File: src/inc/bsu_pkg.sv
// Shared constants, enumerations and carrier structs of the bit scan unit.
`default_nettype none
package bsu_pkg;
	localparam logic [7:0]  OPC_SCAN_LOW    = 8'hBC;
	localparam logic [7:0]  OPC_SCAN_HIGH   = 8'hBD;
	localparam int          OPER_W          = 32;
	localparam int          IDX_W           = 5;
	localparam int          FCODE_W         = 16;
	localparam logic [3:0]  OFS_CTRL        = 4'h0;
	localparam logic [3:0]  OFS_STATUS      = 4'h4;
	localparam logic [3:0]  OFS_RETIRE_CNT  = 4'h8;
	localparam logic [3:0]  OFS_FAULT_CNT   = 4'hC;
	localparam int          CTRL_PROT_BIT   = 0;
	localparam int          CTRL_ALIGN_BIT  = 1;
	localparam int          CTRL_CPL_LSB    = 2;
	localparam logic [7:0]  CTRL_RESET      = 8'h00;
	localparam int          STAT_IDX_LSB    = 0;
	localparam int          STAT_ZF_BIT     = 8;
	localparam int          STAT_KIND_LSB   = 12;
	localparam logic [1:0]  CPL_USER        = 2'h3;
	localparam logic [32:0] SPAN_WORD       = 33'h000000001;
	localparam logic [32:0] SPAN_DWORD      = 33'h000000003;

	typedef enum logic [2:0] {
		SEG_CODE   = 3'h0,
		SEG_STACK  = 3'h1,
		SEG_DATA   = 3'h2,
		SEG_EXTRA  = 3'h3,
		SEG_FOURTH = 3'h4,
		SEG_FIFTH  = 3'h5
	} bsu_seg_t;

	typedef enum logic [2:0] {
		FLT_NONE  = 3'h0,
		FLT_GP    = 3'h1,
		FLT_SS    = 3'h2,
		FLT_PF    = 3'h3,
		FLT_AC    = 3'h4
	} bsu_fault_t;

	typedef enum logic [1:0] {
		BUS_IDLE = 2'b01,
		BUS_ACK  = 2'b10
	} bsu_bus_state_t;

	typedef struct packed {
		logic                valid;
		logic [7:0]          opcode;
		logic                size32;
		logic                src_mem;
		bsu_seg_t            seg;
		logic [2:0]          dst;
		logic [OPER_W-1:0]   src_reg;
		logic [OPER_W-1:0]   mem_data;
		logic [31:0]         ea;
		logic [31:0]         seg_limit;
		logic                sel_null;
		logic                page_miss;
		logic [FCODE_W-1:0]  pf_code;
	} bsu_op_t;

	typedef struct packed {
		logic                retire;
		logic                dst_we;
		logic                size32;
		logic [2:0]          dst;
		logic [OPER_W-1:0]   value;
		logic                flags_we;
		logic                zero_result_flag;
	} bsu_res_t;

	typedef struct packed {
		logic                valid;
		bsu_fault_t          kind;
		logic                code_valid;
		logic [FCODE_W-1:0]  code;
	} bsu_flt_t;
endpackage
`default_nettype wire

File: src/bsu_scan.sv
// Priority encoder that finds the lowest and the highest set bit of an operand.
`timescale 1ns/10ps
`default_nettype none
module bsu_scan #(
	parameter int WIDTH = 32,
	parameter int IW    = 5
) (
	input  wire logic [WIDTH-1:0] operand,
	output logic      [IW-1:0]    low_index,
	output logic      [IW-1:0]    high_index,
	output logic                  all_zero
);
	generate
		if (WIDTH < 2 || (WIDTH & (WIDTH - 1)) != 0 || (1 << IW) != WIDTH) begin : g_bad
			$error("bsu_scan needs a power of two width matching its index width.");
		end
	endgenerate

	always_comb begin
		low_index  = '0;
		high_index = '0;
		for (int i = WIDTH - 1; i >= 0; i--) begin
			if (operand[i]) begin
				low_index = IW'(i);
			end
		end
		for (int i = 0; i < WIDTH; i++) begin
			if (operand[i]) begin
				high_index = IW'(i);
			end
		end
		all_zero = ~|operand;
	end
endmodule // bsu_scan
`default_nettype wire

File: src/bsu_fault_check.sv
// Fault screening of the memory source operand, in a fixed priority order.
`timescale 1ns/10ps
`default_nettype none
module bsu_fault_check (
	input  wire logic                         src_mem,
	input  wire logic                         size32,
	input  wire bsu_pkg::bsu_seg_t            seg,
	input  wire logic [31:0]                  ea,
	input  wire logic [31:0]                  seg_limit,
	input  wire logic                         sel_null,
	input  wire logic                         page_miss,
	input  wire logic [bsu_pkg::FCODE_W-1:0]  pf_code,
	input  wire logic                         prot,
	input  wire logic                         align_en,
	input  wire logic [1:0]                   cpl,
	output bsu_pkg::bsu_fault_t               kind,
	output logic                              code_valid,
	output logic [bsu_pkg::FCODE_W-1:0]       code
);
	logic [32:0] last_byte;
	logic        over;
	logic        misalign;
	logic        data_like;

	always_comb begin
		last_byte = {1'b0, ea} + (size32 ? bsu_pkg::SPAN_DWORD : bsu_pkg::SPAN_WORD);
		over      = last_byte > {1'b0, seg_limit};
		misalign  = size32 ? (|ea[1:0]) : ea[0];
		data_like = seg != bsu_pkg::SEG_CODE && seg != bsu_pkg::SEG_STACK;
		kind       = bsu_pkg::FLT_NONE;
		code_valid = 1'b0;
		code       = '0;
		// Real address mode pushes no error code, so code_valid follows the mode.
		if (!src_mem) begin
			kind = bsu_pkg::FLT_NONE;
		end else if (prot && data_like && sel_null) begin
			kind       = bsu_pkg::FLT_GP;
			code_valid = 1'b1;
		end else if (over && seg == bsu_pkg::SEG_STACK) begin
			kind       = bsu_pkg::FLT_SS;
			code_valid = prot;
		end else if (over) begin
			kind       = bsu_pkg::FLT_GP;
			code_valid = prot;
		end else if (prot && page_miss) begin
			kind       = bsu_pkg::FLT_PF;
			code_valid = 1'b1;
			code       = pf_code;
		end else if (prot && align_en && cpl == bsu_pkg::CPL_USER && misalign) begin
			kind       = bsu_pkg::FLT_AC;
			code_valid = 1'b1;
		end
	end
endmodule // bsu_fault_check
`default_nettype wire

File: src/bsu_top.sv
// Bit scan execution unit with fault screening and an Avalon-MM control slave.
//
// Local design decisions: the placing of the registers and the Avalon-MM interface to the registers.
`timescale 1ns/10ps
`default_nettype none
// How it works
// - Forward scan writes lowest set bit index.
// - Reverse scan writes highest set bit index.
// - Index counts upward from bit zero.
// - Zero source sets zero flag, else clears.
// - Other status flags are left undefined.
// - Sixteen and 32-bit, register or memory source.
// - Segment limit overrun gives protection fault.
// - Null data selector gives protection fault.
// - Stack limit overrun gives stack fault.
// - Paging miss gives page fault with code.
// - Misaligned user access gives alignment fault.
module bsu_top (
	input  wire logic              sys_clk,
	input  wire logic              rstn,
	input  wire bsu_pkg::bsu_op_t  op_in,
	output bsu_pkg::bsu_res_t      res_out,
	output bsu_pkg::bsu_flt_t      flt_out,
	input  wire logic [3:0]        avs_address,
	input  wire logic              avs_read,
	input  wire logic              avs_write,
	input  wire logic [31:0]       avs_writedata,
	input  wire logic [3:0]        avs_byteenable,
	output logic [31:0]            avs_readdata,
	output logic                   avs_waitrequest
);
	localparam int W  = bsu_pkg::OPER_W;
	localparam int IW = bsu_pkg::IDX_W;

	bsu_pkg::bsu_res_t        res_reg;
	bsu_pkg::bsu_res_t        res_next;
	bsu_pkg::bsu_flt_t        flt_reg;
	bsu_pkg::bsu_flt_t        flt_next;
	logic [7:0]               ctrl_reg;
	logic [7:0]               ctrl_next;
	logic [IW-1:0]            last_idx_reg;
	logic [IW-1:0]            last_idx_next;
	logic                     last_zf_reg;
	logic                     last_zf_next;
	bsu_pkg::bsu_fault_t      last_kind_reg;
	bsu_pkg::bsu_fault_t      last_kind_next;
	logic [31:0]              retire_cnt_reg;
	logic [31:0]              retire_cnt_next;
	logic [31:0]              fault_cnt_reg;
	logic [31:0]              fault_cnt_next;
	bsu_pkg::bsu_bus_state_t  bus_state_reg;
	bsu_pkg::bsu_bus_state_t  bus_state_next;
	logic                     wait_reg;
	logic                     wait_next;
	logic [31:0]              rdata_reg;
	logic [31:0]              rdata_next;
	logic [W-1:0]             src_hold_reg;
	logic [W-1:0]             src_hold_next;
	logic                     low_hold_reg;
	logic                     low_hold_next;

	logic [W-1:0]             src_raw;
	logic [W-1:0]             src_val;
	logic [IW-1:0]            low_index;
	logic [IW-1:0]            high_index;
	logic                     src_zero;
	bsu_pkg::bsu_fault_t      fkind;
	logic                     fcode_valid;
	logic [bsu_pkg::FCODE_W-1:0] fcode;
	logic                     prot;
	logic                     align_en;
	logic [1:0]               cpl;
	logic                     known_op;
	logic                     is_low;
	logic                     retire_ev;
	logic                     fault_ev;
	logic                     bus_access;

	assign prot     = ctrl_reg[bsu_pkg::CTRL_PROT_BIT];
	assign align_en = ctrl_reg[bsu_pkg::CTRL_ALIGN_BIT];
	assign cpl      = ctrl_reg[bsu_pkg::CTRL_CPL_LSB +: 2];
	assign is_low   = op_in.opcode == bsu_pkg::OPC_SCAN_LOW;
	assign known_op = is_low || op_in.opcode == bsu_pkg::OPC_SCAN_HIGH;

	// A 16-bit scan masks the upper half, so both indexes stay below sixteen.
	assign src_raw = op_in.src_mem ? op_in.mem_data : op_in.src_reg;
	assign src_val = op_in.size32 ? src_raw : {16'h0000, src_raw[15:0]};

	bsu_scan #(
		.WIDTH (W),
		.IW    (IW)
	) u_scan (
		.operand    (src_val),
		.low_index  (low_index),
		.high_index (high_index),
		.all_zero   (src_zero)
	);

	bsu_fault_check u_fault (
		.src_mem    (op_in.src_mem),
		.size32     (op_in.size32),
		.seg        (op_in.seg),
		.ea         (op_in.ea),
		.seg_limit  (op_in.seg_limit),
		.sel_null   (op_in.sel_null),
		.page_miss  (op_in.page_miss),
		.pf_code    (op_in.pf_code),
		.prot       (prot),
		.align_en   (align_en),
		.cpl        (cpl),
		.kind       (fkind),
		.code_valid (fcode_valid),
		.code       (fcode)
	);

	assign fault_ev  = op_in.valid && known_op && fkind != bsu_pkg::FLT_NONE;
	assign retire_ev = op_in.valid && known_op && fkind == bsu_pkg::FLT_NONE;

	always_comb begin
		res_next       = '0;
		flt_next       = '0;
		last_idx_next  = last_idx_reg;
		last_zf_next   = last_zf_reg;
		last_kind_next = last_kind_reg;
		src_hold_next  = src_hold_reg;
		low_hold_next  = low_hold_reg;
		if (retire_ev) begin
			res_next.retire           = 1'b1;
			res_next.size32           = op_in.size32;
			res_next.dst              = op_in.dst;
			res_next.value            = {27'h0000000, is_low ? low_index : high_index};
			// A zero source leaves the destination as it was, one legal undefined value.
			res_next.dst_we           = !src_zero;
			res_next.flags_we         = 1'b1;
			// Only the zero flag is produced; the other flags keep their old contents.
			res_next.zero_result_flag = src_zero;
			last_idx_next             = is_low ? low_index : high_index;
			last_zf_next              = src_zero;
			last_kind_next            = bsu_pkg::FLT_NONE;
			src_hold_next             = src_val;
			low_hold_next             = is_low;
		end else if (fault_ev) begin
			// Faults write nothing back and do not retire the instruction.
			flt_next.valid      = 1'b1;
			flt_next.kind       = fkind;
			flt_next.code_valid = fcode_valid;
			flt_next.code       = fcode;
			last_kind_next      = fkind;
		end
	end

	always_ff @(posedge sys_clk or negedge rstn) begin
		if (!rstn) begin
			res_reg       <= '0;
			flt_reg       <= '0;
			last_idx_reg  <= '0;
			last_zf_reg   <= 1'b0;
			last_kind_reg <= bsu_pkg::FLT_NONE;
			src_hold_reg  <= '0;
			low_hold_reg  <= 1'b0;
		end else begin
			res_reg       <= res_next;
			flt_reg       <= flt_next;
			last_idx_reg  <= last_idx_next;
			last_zf_reg   <= last_zf_next;
			last_kind_reg <= last_kind_next;
			src_hold_reg  <= src_hold_next;
			low_hold_reg  <= low_hold_next;
		end
	end

	assign res_out = res_reg;
	assign flt_out = flt_reg;

	// One wait state per access keeps the read mux off the bus path.
	assign bus_access = bus_state_reg == bsu_pkg::BUS_ACK;

	always_comb begin
		bus_state_next  = bus_state_reg;
		ctrl_next       = ctrl_reg;
		retire_cnt_next = retire_cnt_reg;
		fault_cnt_next  = fault_cnt_reg;
		rdata_next      = rdata_reg;
		case (bus_state_reg)
			bsu_pkg::BUS_IDLE: begin
				if (avs_read || avs_write) begin
					bus_state_next = bsu_pkg::BUS_ACK;
				end
			end
			bsu_pkg::BUS_ACK: begin
				bus_state_next = bsu_pkg::BUS_IDLE;
			end
			default: begin
				bus_state_next = bsu_pkg::BUS_IDLE;
			end
		endcase
		wait_next = bus_state_next != bsu_pkg::BUS_ACK;
		if (bus_state_next == bsu_pkg::BUS_ACK) begin
			case (avs_address)
				bsu_pkg::OFS_CTRL:       rdata_next = {24'h000000, ctrl_reg};
				bsu_pkg::OFS_STATUS:     rdata_next = {17'h00000, last_kind_reg, 3'h0,
					last_zf_reg, 3'h0, last_idx_reg};
				bsu_pkg::OFS_RETIRE_CNT: rdata_next = retire_cnt_reg;
				bsu_pkg::OFS_FAULT_CNT:  rdata_next = fault_cnt_reg;
				default:                 rdata_next = 32'h00000000;
			endcase
		end
		if (bus_access && avs_write && avs_address == bsu_pkg::OFS_CTRL && avs_byteenable[0]) begin
			ctrl_next = avs_writedata[7:0];
		end
		// A write clears a counter, but an event in the same cycle still counts.
		if (bus_access && avs_write && avs_address == bsu_pkg::OFS_RETIRE_CNT) begin
			retire_cnt_next = 32'h00000000;
		end
		if (bus_access && avs_write && avs_address == bsu_pkg::OFS_FAULT_CNT) begin
			fault_cnt_next = 32'h00000000;
		end
		if (retire_ev) begin
			retire_cnt_next = retire_cnt_next + 32'h00000001;
		end
		if (fault_ev) begin
			fault_cnt_next = fault_cnt_next + 32'h00000001;
		end
	end

	always_ff @(posedge sys_clk or negedge rstn) begin
		if (!rstn) begin
			bus_state_reg  <= bsu_pkg::BUS_IDLE;
			wait_reg       <= 1'b1;
			rdata_reg      <= 32'h00000000;
			ctrl_reg       <= bsu_pkg::CTRL_RESET;
			retire_cnt_reg <= 32'h00000000;
			fault_cnt_reg  <= 32'h00000000;
		end else begin
			bus_state_reg  <= bus_state_next;
			wait_reg       <= wait_next;
			rdata_reg      <= rdata_next;
			ctrl_reg       <= ctrl_next;
			retire_cnt_reg <= retire_cnt_next;
			fault_cnt_reg  <= fault_cnt_next;
		end
	end

	assign avs_readdata    = rdata_reg;
	assign avs_waitrequest = wait_reg;

	logic [32:0] chk_last;
	logic        chk_over;
	logic        chk_data_like;
	assign chk_last      = {1'b0, op_in.ea} + (op_in.size32 ? bsu_pkg::SPAN_DWORD
		: bsu_pkg::SPAN_WORD);
	assign chk_over      = chk_last > {1'b0, op_in.seg_limit};
	assign chk_data_like = op_in.seg != bsu_pkg::SEG_CODE && op_in.seg != bsu_pkg::SEG_STACK;

	property p_low_index;
		@(posedge sys_clk) disable iff (!rstn)
		res_reg.retire && low_hold_reg && !res_reg.zero_result_flag |->
			src_hold_reg[res_reg.value[IW-1:0]] &&
			((src_hold_reg & ((32'h00000001 << res_reg.value[IW-1:0]) - 32'h00000001)) == '0);
	endproperty
	a_low_index: assert property (p_low_index) else $error("Forward scan index wrong.");

	property p_high_index;
		@(posedge sys_clk) disable iff (!rstn)
		res_reg.retire && !low_hold_reg && !res_reg.zero_result_flag |->
			(src_hold_reg >> res_reg.value[IW-1:0]) == 32'h00000001;
	endproperty
	a_high_index: assert property (p_high_index) else $error("Reverse scan index wrong.");

	property p_bit_zero;
		@(posedge sys_clk) disable iff (!rstn)
		retire_ev && is_low && src_val[0] |=> res_reg.value == 32'h00000000 && res_reg.dst_we;
	endproperty
	a_bit_zero: assert property (p_bit_zero) else $error("Bit zero not reported as zero.");

	property p_zero_flag;
		@(posedge sys_clk) disable iff (!rstn)
		retire_ev |=> res_reg.retire && res_reg.zero_result_flag == (src_hold_reg == '0)
			&& res_reg.dst_we == (src_hold_reg != '0);
	endproperty
	a_zero_flag: assert property (p_zero_flag) else $error("Zero flag mismatch.");

	property p_half_width;
		@(posedge sys_clk) disable iff (!rstn)
		retire_ev && !op_in.size32 |=> !res_reg.size32 && res_reg.value < 32'h00000010;
	endproperty
	a_half_width: assert property (p_half_width) else $error("16-bit scan out of range.");

	property p_gp_limit;
		@(posedge sys_clk) disable iff (!rstn)
		op_in.valid && known_op && op_in.src_mem && chk_over && op_in.seg != bsu_pkg::SEG_STACK
			&& !(prot && chk_data_like && op_in.sel_null) |=>
			flt_reg.valid && flt_reg.kind == bsu_pkg::FLT_GP && flt_reg.code == '0;
	endproperty
	a_gp_limit: assert property (p_gp_limit) else $error("Limit overrun not faulted.");

	property p_null_sel;
		@(posedge sys_clk) disable iff (!rstn)
		op_in.valid && known_op && op_in.src_mem && prot && chk_data_like && op_in.sel_null |=>
			flt_reg.kind == bsu_pkg::FLT_GP && flt_reg.code_valid && flt_reg.code == '0;
	endproperty
	a_null_sel: assert property (p_null_sel) else $error("Null selector not faulted.");

	property p_stack;
		@(posedge sys_clk) disable iff (!rstn)
		op_in.valid && known_op && op_in.src_mem && chk_over && op_in.seg == bsu_pkg::SEG_STACK |=>
			flt_reg.kind == bsu_pkg::FLT_SS && flt_reg.code_valid == $past(prot);
	endproperty
	a_stack: assert property (p_stack) else $error("Stack overrun not faulted.");

	property p_page;
		@(posedge sys_clk) disable iff (!rstn)
		op_in.valid && known_op && op_in.src_mem && prot && op_in.page_miss && !chk_over
			&& !(chk_data_like && op_in.sel_null) |=>
			flt_reg.kind == bsu_pkg::FLT_PF && flt_reg.code == $past(op_in.pf_code);
	endproperty
	a_page: assert property (p_page) else $error("Page fault code lost.");

	property p_align;
		@(posedge sys_clk) disable iff (!rstn)
		fault_ev && fkind == bsu_pkg::FLT_AC |->
			prot && align_en && cpl == bsu_pkg::CPL_USER ##1 flt_reg.kind == bsu_pkg::FLT_AC;
	endproperty
	a_align: assert property (p_align) else $error("Alignment fault without cause.");

	property p_fault_blocks;
		@(posedge sys_clk) disable iff (!rstn)
		fault_ev |=> flt_reg.valid && !res_reg.retire && !res_reg.dst_we && !res_reg.flags_we
			&& last_idx_reg == $past(last_idx_reg) && last_zf_reg == $past(last_zf_reg);
	endproperty
	a_fault_blocks: assert property (p_fault_blocks) else $error("Faulted scan retired.");
endmodule // bsu_top
`default_nettype wire

File: config.mk
export PLATFORM = sky130hd
export DESIGN_NAME = bsu_top
export DESIGN_NICKNAME = d
export VERILOG_FILES = /design/src/inc/bsu_pkg.sv /design/src/bsu_scan.sv /design/src/bsu_fault_check.sv /design/src/bsu_top.sv
export SDC_FILE = /design/constraint.sdc
export NUM_CORES = 1
export LEC_CHECK = 0
export ABC_AREA = 0
export BUFFER_PORTS_ARGS = -buffer_cell sky130_fd_sc_hd__buf_2
export CELL_PAD_IN_SITES_DETAIL_PLACEMENT = 2
export CELL_PAD_IN_SITES_GLOBAL_PLACEMENT = 2
export CORE_ASPECT_RATIO = 1.4
export CORE_MARGIN = 8
export CORE_UTILIZATION = 31
export CTS_BUF_LIST = sky130_fd_sc_hd__clkbuf_8
export DETAILED_ROUTE_END_ITERATION = 16
export PLACE_DENSITY = 0.92
export SETUP_SLACK_MARGIN = 0.3
export SYNTH_ARGS = -nofsm -noshare
export SYNTH_HDL_FRONTEND = slang
export SYNTH_SLANG_ARGS = --single-unit
File: constraint.sdc
create_clock -name sys_clk -period 2.9 [get_ports sys_clk]
set_input_delay 0 -clock sys_clk [delete_from_list [all_inputs] [get_ports sys_clk]]
set_output_delay 0 -clock sys_clk [all_outputs]
set_load 0.05 [all_outputs]
## Yosys cells after proc, flatten, opt, wreduce, memory -nomap -nowiden

Index checks and enable logic that the tools add are counted.

| storage, ports and cells | value |
|---|---|
| register bits after elaboration | 177 |
| output and inout bits | 94 |

| operators by class | value |
|---|---|
| reduce and logical (&&, ||, !) cells | 26 |
| $lt $le $gt $ge | 1 |
| eq/ne operators | 12 |
| mux-type cells | 97 |
| $add $sub $neg | 3 |

Operators by type and width:

| operator | number |
|---|---|
| 2-to-1 mux 5 bit | 49 |
| 2-to-1 mux 32 bit | 6 |
| one-hot mux 32 bit (4 select lines) | 1 |
| 2-to-1 mux 16 bit | 5 |
| adder 32 x 1 -> 32 bit, second input constant | 2 |
| 2-to-1 mux 21 bit | 2 |
| 2-to-1 mux 40 bit | 1 |
| 2-to-1 mux 3 bit | 12 |
| adder 32 x 2 -> 33 bit | 1 |
| > comparator 33 x 32 -> 1 bit | 1 |
| 2-to-1 mux 4 bit | 8 |
| OR reduction 32 bit | 1 |
| equality test 8 bit, second input constant | 2 |
| logical AND 1 bit | 16 |
| 2-to-1 mux 2 bit | 5 |
| equality test 4 bit, second input constant | 2 |
| 2-to-1 mux 1 bit | 8 |
| equality test 2 bit, second input constant | 3 |
| nonzero test 3 bit | 2 |
| equality test 4 x 3 -> 1 bit, second input constant | 1 |
| zero test 4 bit | 1 |
| equality test 3 x 1 -> 1 bit, second input constant | 1 |
| zero test 3 bit | 1 |
| != test 3 x 1 -> 1 bit, second input constant | 1 |
| 6 further kinds | 7 |

## Logic depth before layout (Yosys ltp)

| depth | value |
|---|---|
| word-level depth | 36 |
| mapped depth | 19 |
| depth with buffers taken out | 18 |

## Hierarchy

A second synthesis with hierarchy kept.

| unflattened totals | value |
|---|---|
| cell total of the unflattened synthesis | 1076 |
| area total of the unflattened synthesis | 9675.5 µm² |

Modules (own cells, without submodules):

| module | seq. area each (µm²) | cells an instance | area an instance (µm²) | instances |
|---|---|---|---|---|
| bsu_top | 3731.1 | 715 | 7338.3 | 1 |
| bsu_fault_check | 0.0 | 255 | 1752.9 | 1 |
| bsu_scan | 0.0 | 106 | 584.3 | 1 |

## Worst setup path after synthesis

No wires, ideal clock.

| timing | value |
|---|---|
| path type | input -> register |
| start | in op_in[51] (netlist name) |
| end | reg retire_cnt_reg[29] |
| required time | 2.822 ns |
| path slack | -0.955 ns |
| arrival | 3.777 ns |
| stages on the path | 18 |
| setup time | 0.078 ns |
| cells stage by stage | ha_1 a21o_1 nand4_1 nor4_1 nand3_1 inv_1 nand3_1 xnor2_1 ha_1 a2111oi_2 o21ai_1 a2111oi_2 nand4_1 a211oi_4 o211ai_2 buf_2 or3_1 a21oi_1 |

| between the ends | value |
|---|---|
| cells in the longest elaborated chain, start to end | 12 |
| elaborated cells between the ends (all ways) | 15 |
| those cells by class | 1 x add/sub; 1 x order compare; 8 x mux; 5 x reduce/logical |

Ends and longest elaborated chain:

| element | RTL line | RTL |
|---|---|---|
| start: declaration | bsu_top.sv:21 | `input wire bsu_pkg::bsu_op_t op_in,` |
| parallel branches: the longest is 6 deep, another holds adder 32 x 2 -> 33 bit | -- |  |
| 2-to-1 mux 3 bit (*) | bsu_fault_check.sv:39 | `end else if (over && seg == bsu_pkg::SEG_STACK) begin` |
| 2-to-1 mux 3 bit (*) | bsu_fault_check.sv:36 | `end else if (prot && data_like && sel_null) begin` |
| 2-to-1 mux 3 bit (*) | bsu_fault_check.sv:34 | `if (!src_mem) begin` |
| zero test 3 bit (*) | bsu_top.sv:117 | `assign retire_ev = op_in.valid && known_op && fkind == bsu_pkg::FLT_NONE;` |
| logical AND 1 bit (*) | bsu_top.sv:117 |  |
| 2-to-1 mux 32 bit (*) | bsu_top.sv:218 | `if (retire_ev) begin` |
| net retire_cnt_next[29] | bsu_top.sv:48 | `logic [31:0] retire_cnt_next;` |
| end signal: assignment | bsu_top.sv:239 | `retire_cnt_reg <= retire_cnt_next;` |
| end: declaration | bsu_top.sv:47 | `logic [31:0] retire_cnt_reg;` |

Mark *: on every way through the listed nets, which the timed path passes.
A chain may end at the register's enable or synchronous reset.

## Worst setup path after layout

| timing | value |
|---|---|
| start | in op_in[51] (netlist name) |
| end | reg retire_cnt_reg[24] |

The elaborated chain is that of the path after synthesis.

==> impl_metrics.json <==
{
  "clk_pin_slew_ns": 0.11,
  "synth_top_cell_by_area": "dfrtp_1",
  "pin_count": 301,
  "syn_area_um2": 9840,
  "syn_avg_cell_area_um2": 8.65,
  "ys.flop_type": "dfrtp_1",
  "cts_tree": "built",
  "grt_pass1_wl_um": 89400,
  "cts-buffers-inserted": 17,
  "slew_headroom_pct": -5.24,
  "fin_crit_sh_pct": 164,
  "synthCells": 1137,
  "async_reset_ff_share_pct": 100,
  "critical_path.top_delay_family": "simple AND/OR/NAND/NOR gates",
  "dr.pass1.iters": 5,
  "arrival_ns": 5.13,
  "synth_edf_count": 0,
  "die_y_um": 227,
  "cts_sinks": 149,
  "drt-initial-drc-count": 1193,
  "initial_core_util_pct": 31.3,
  "vias": 13200,
  "syn2layout_area_growth_pct": 53.0,
  "vias_per_cell": 6.64,
  "fin_crit_ns": 4.75,
  "startpoint_type": "input pin",
  "max-vdd-ir-drop_uv": 281,
  "worst_pin_slew_ns": 1.56,
  "crit_type": "in2reg",
  "totalWireLength_um": 79400,
  "synth_commonest_cells": "147 x dfrtp_1, 124 x nand2_1, 74 x a21oi_1",
  "layout_setup_ws_ns": -1.85,
  "cts_htree_levels": 4,
  "synth.yosys.seq_area_share_pct": 37.9,
  "ant_nets": 0,
  "hp-class": "in2reg",
  "cpMaxStageDelayCell": "nor4_4",
  "wire_per_inst_um": 40.1,
  "grt-ovfl-total": 0,
  "nets": 1808,
  "antenna_found_initial": 15,
  "setup_tns_ns": -163.46,
  "outcome": "finished, violations left",
  "finalHoldViolCount": 0,
  "dieWidth_um": 167,
  "p_per_area_nw_per_um2": 381,
  "clock_skew_ns": 0.0424,
  "rows": 77,
  "rsz0062_at_grt": "true",
  "synth_top_area_share_pct": 37.4,
  "synth_cell_types": 77,
  "synth-seq-cells": 149,
  "clk_latency_ns": 0.54,
  "fin_cells": 1983,
  "fillers": 3284,
  "worstPathRequired_ns": 3.28,
  "endpoint_kind": "flop",
  "cts_root_buf": "clkbuf_8",
  "fin_total_pwr_mw": 5.74,
  "numPlacedInstances": 1839,
  "place_congestion": 0.889,
  "placed_cell_area_um2": 12500,
  "crit_chain": "buf_8, buf_6, ha_4, a21o_1, nand4_1, nor4_4, buf_4, nand3_2, inv_2, nand3_2, xnor2_1, ha_2, a2111oi_4, o21ai_2, a2111oi_4, nand4_1, a211oi_4, buf_6, buf_12, o211ai_4, or3_1, a21oi_1",
  "setup_viol": 106,
  "critPathMaxFanout": 6,
  "grt_pass1_vias": 13800,
  "final_max_slew_viol_count": 5,
  "drc": 0,
  "dieArea_um2": 37800,
  "grt_use_total_pct": 31.4,
  "violations": "capacitance limit, slew limit, setup timing",
  "finalInstanceArea_um2": 15100,
  "power_leakage_nw": 7.29,
  "ys_top_cells_by_area": "dfrtp_1 37%, nand2_1 4.7%, ha_1 4.5%",
  "port_buffers": 246,
  "dp_hpwl_um": 37400,
  "yosysWarnings": 0,
  "cts_buffer_depth": 2,
  "cap_violations": 1,
  "fmax_mhz": 210,
  "drive_above_1_share_pct": 41.1,
  "max_stage_delay_ns": 0.54,
  "core_area_um2": 31400,
  "grt_max_degree": 88,
  "preCtsSetupSlack_ns": -1.33,
  "synth_most_common_cell": "dfrtp_1",
  "path_buf_inv": 6
}
[what timing repair did]
item	in CTS	in global routing
setup buffers	24	36
gates resized for setup	81	169
pin swaps	38	92
gates cloned	3	4
hold buffers	35	0
endpoints found under the hold margin	117	0
endpoints found under the setup margin	106	106
[per-layer routing]
layer	GRT usage, %	up-vias	wire, µm	share of wire (%)
met3	7.60	593	7740	9.7
met2	58.2	1235	37500	47
met1	29.4	6403	24400	31
met4	24.8	2	9740	12
met5	0	-	9	0.011
li1	-	4941	-	-
[final timing paths]
| kind | startpoint | endpoint | slack, ns | depth (start not counted) |
|---|---|---|---|---|
| worst max-delay path | op_in[51] | retire_cnt_reg[24]$_DFF_PN0_ | -1.85 | 22 |
| worst min-delay path | op_in[114] | res_out[2]$_DFF_PN0_ | 0.09 | 5 |
| worst max register to register | bus_state_reg[0]$_DFF_PN1_ | retire_cnt_reg[11]$_DFF_PN0_ | -0.62 | 7 |
| worst min register to register | avs_readdata[12]$_DFFE_PN0N_ | avs_readdata[12]$_DFFE_PN0N_ | 0.49 | 2 |
| max in group asynchronous | rstn | retire_cnt_reg[22]$_DFF_PN0_ | 1.83 | 3 |
| min in group asynchronous | rstn | fault_cnt_reg[4]$_DFF_PN0_ | 0.15 | 2 |
[cells by family after synthesis]
| family | count (synthesis) | synth area share [%] |
|---|---|---|
| other | 1 | 0.0381 |
| buffers and inverters | 140 | 6.54 |
| AND/OR/NAND/NOR | 444 | 24.0 |
| XOR/XNOR | 44 | 3.92 |
| adder cells (fa/ha/maj) | 36 | 4.65 |
| multiplexers | 38 | 4.04 |
| flip-flops | 149 | 37.9 |
| AO/OA/AOI/OAI | 285 | 18.9 |
[power by group]
| part | switching (mW) | internal, mW | total (mW) |
|---|---|---|---|
| Sequential | 0.0851 | 2.15 | 2.24 |
| Combinational | 1.03 | 0.503 | 1.54 |
| Clock | 1.01 | 0.956 | 1.97 |
[layout make-up]
type                       count  area, µm²  area share [%]
multi-input combinational    877       6810            45.3
clock buffer                  18        248            1.65
timing repair buffer         453       3300            21.9
clock inverter                13        183            1.21
antenna                       11       27.5           0.183
sequential                   149       3730            24.8
tap                          395        494            3.28
inverter                      67        259            1.72
[tightest hold or removal path, delay by kind of cell]
| kind | cells | cell delay (ns) |
|---|---|---|
| mux | 1 | 0.09 |
| simple gates | 1 | 0.07 |
| compound gates | 2 | 0.33 |
| buf+inv | 1 | 0.09 |
[stage by stage]
step / hold WS (ns) / util (%)
2_1_floorplan: -0.296 / -
4_1_cts: 0.0224 / 44.1
5_1_grt: 0.0766 / 47.9
3_3_place_gp: 0.139 / 39.7
3_5_place_dp: 0.158 / 39.7
6_report: 0.0873 / 47.9
[layout by cell type (no fill, tap or decap), types with 13 or more instances in the layout]
cell	count
o21ai_2	15
clkbuf_8	18
mux2_2	13
a21oi_2	19
dfrtp_1	147
ha_1	31
nor2_1	43
or3_1	19
and2_4	15
nor3_1	22
nor3_4	19
mux2i_1	23
a21oi_1	51
nand2b_1	23
buf_6	38
buf_4	113
inv_1	65
nand3_1	30
nand2_1	118
a21o_1	14
dlygate4sd3_1	35
conb_1	27
xnor2_1	21
o21ai_1	13
nand4_1	31
buf_2	243
o21ai_0	47
a22oi_1	20
o211ai_1	15
(Power assumes the default switching activity.)
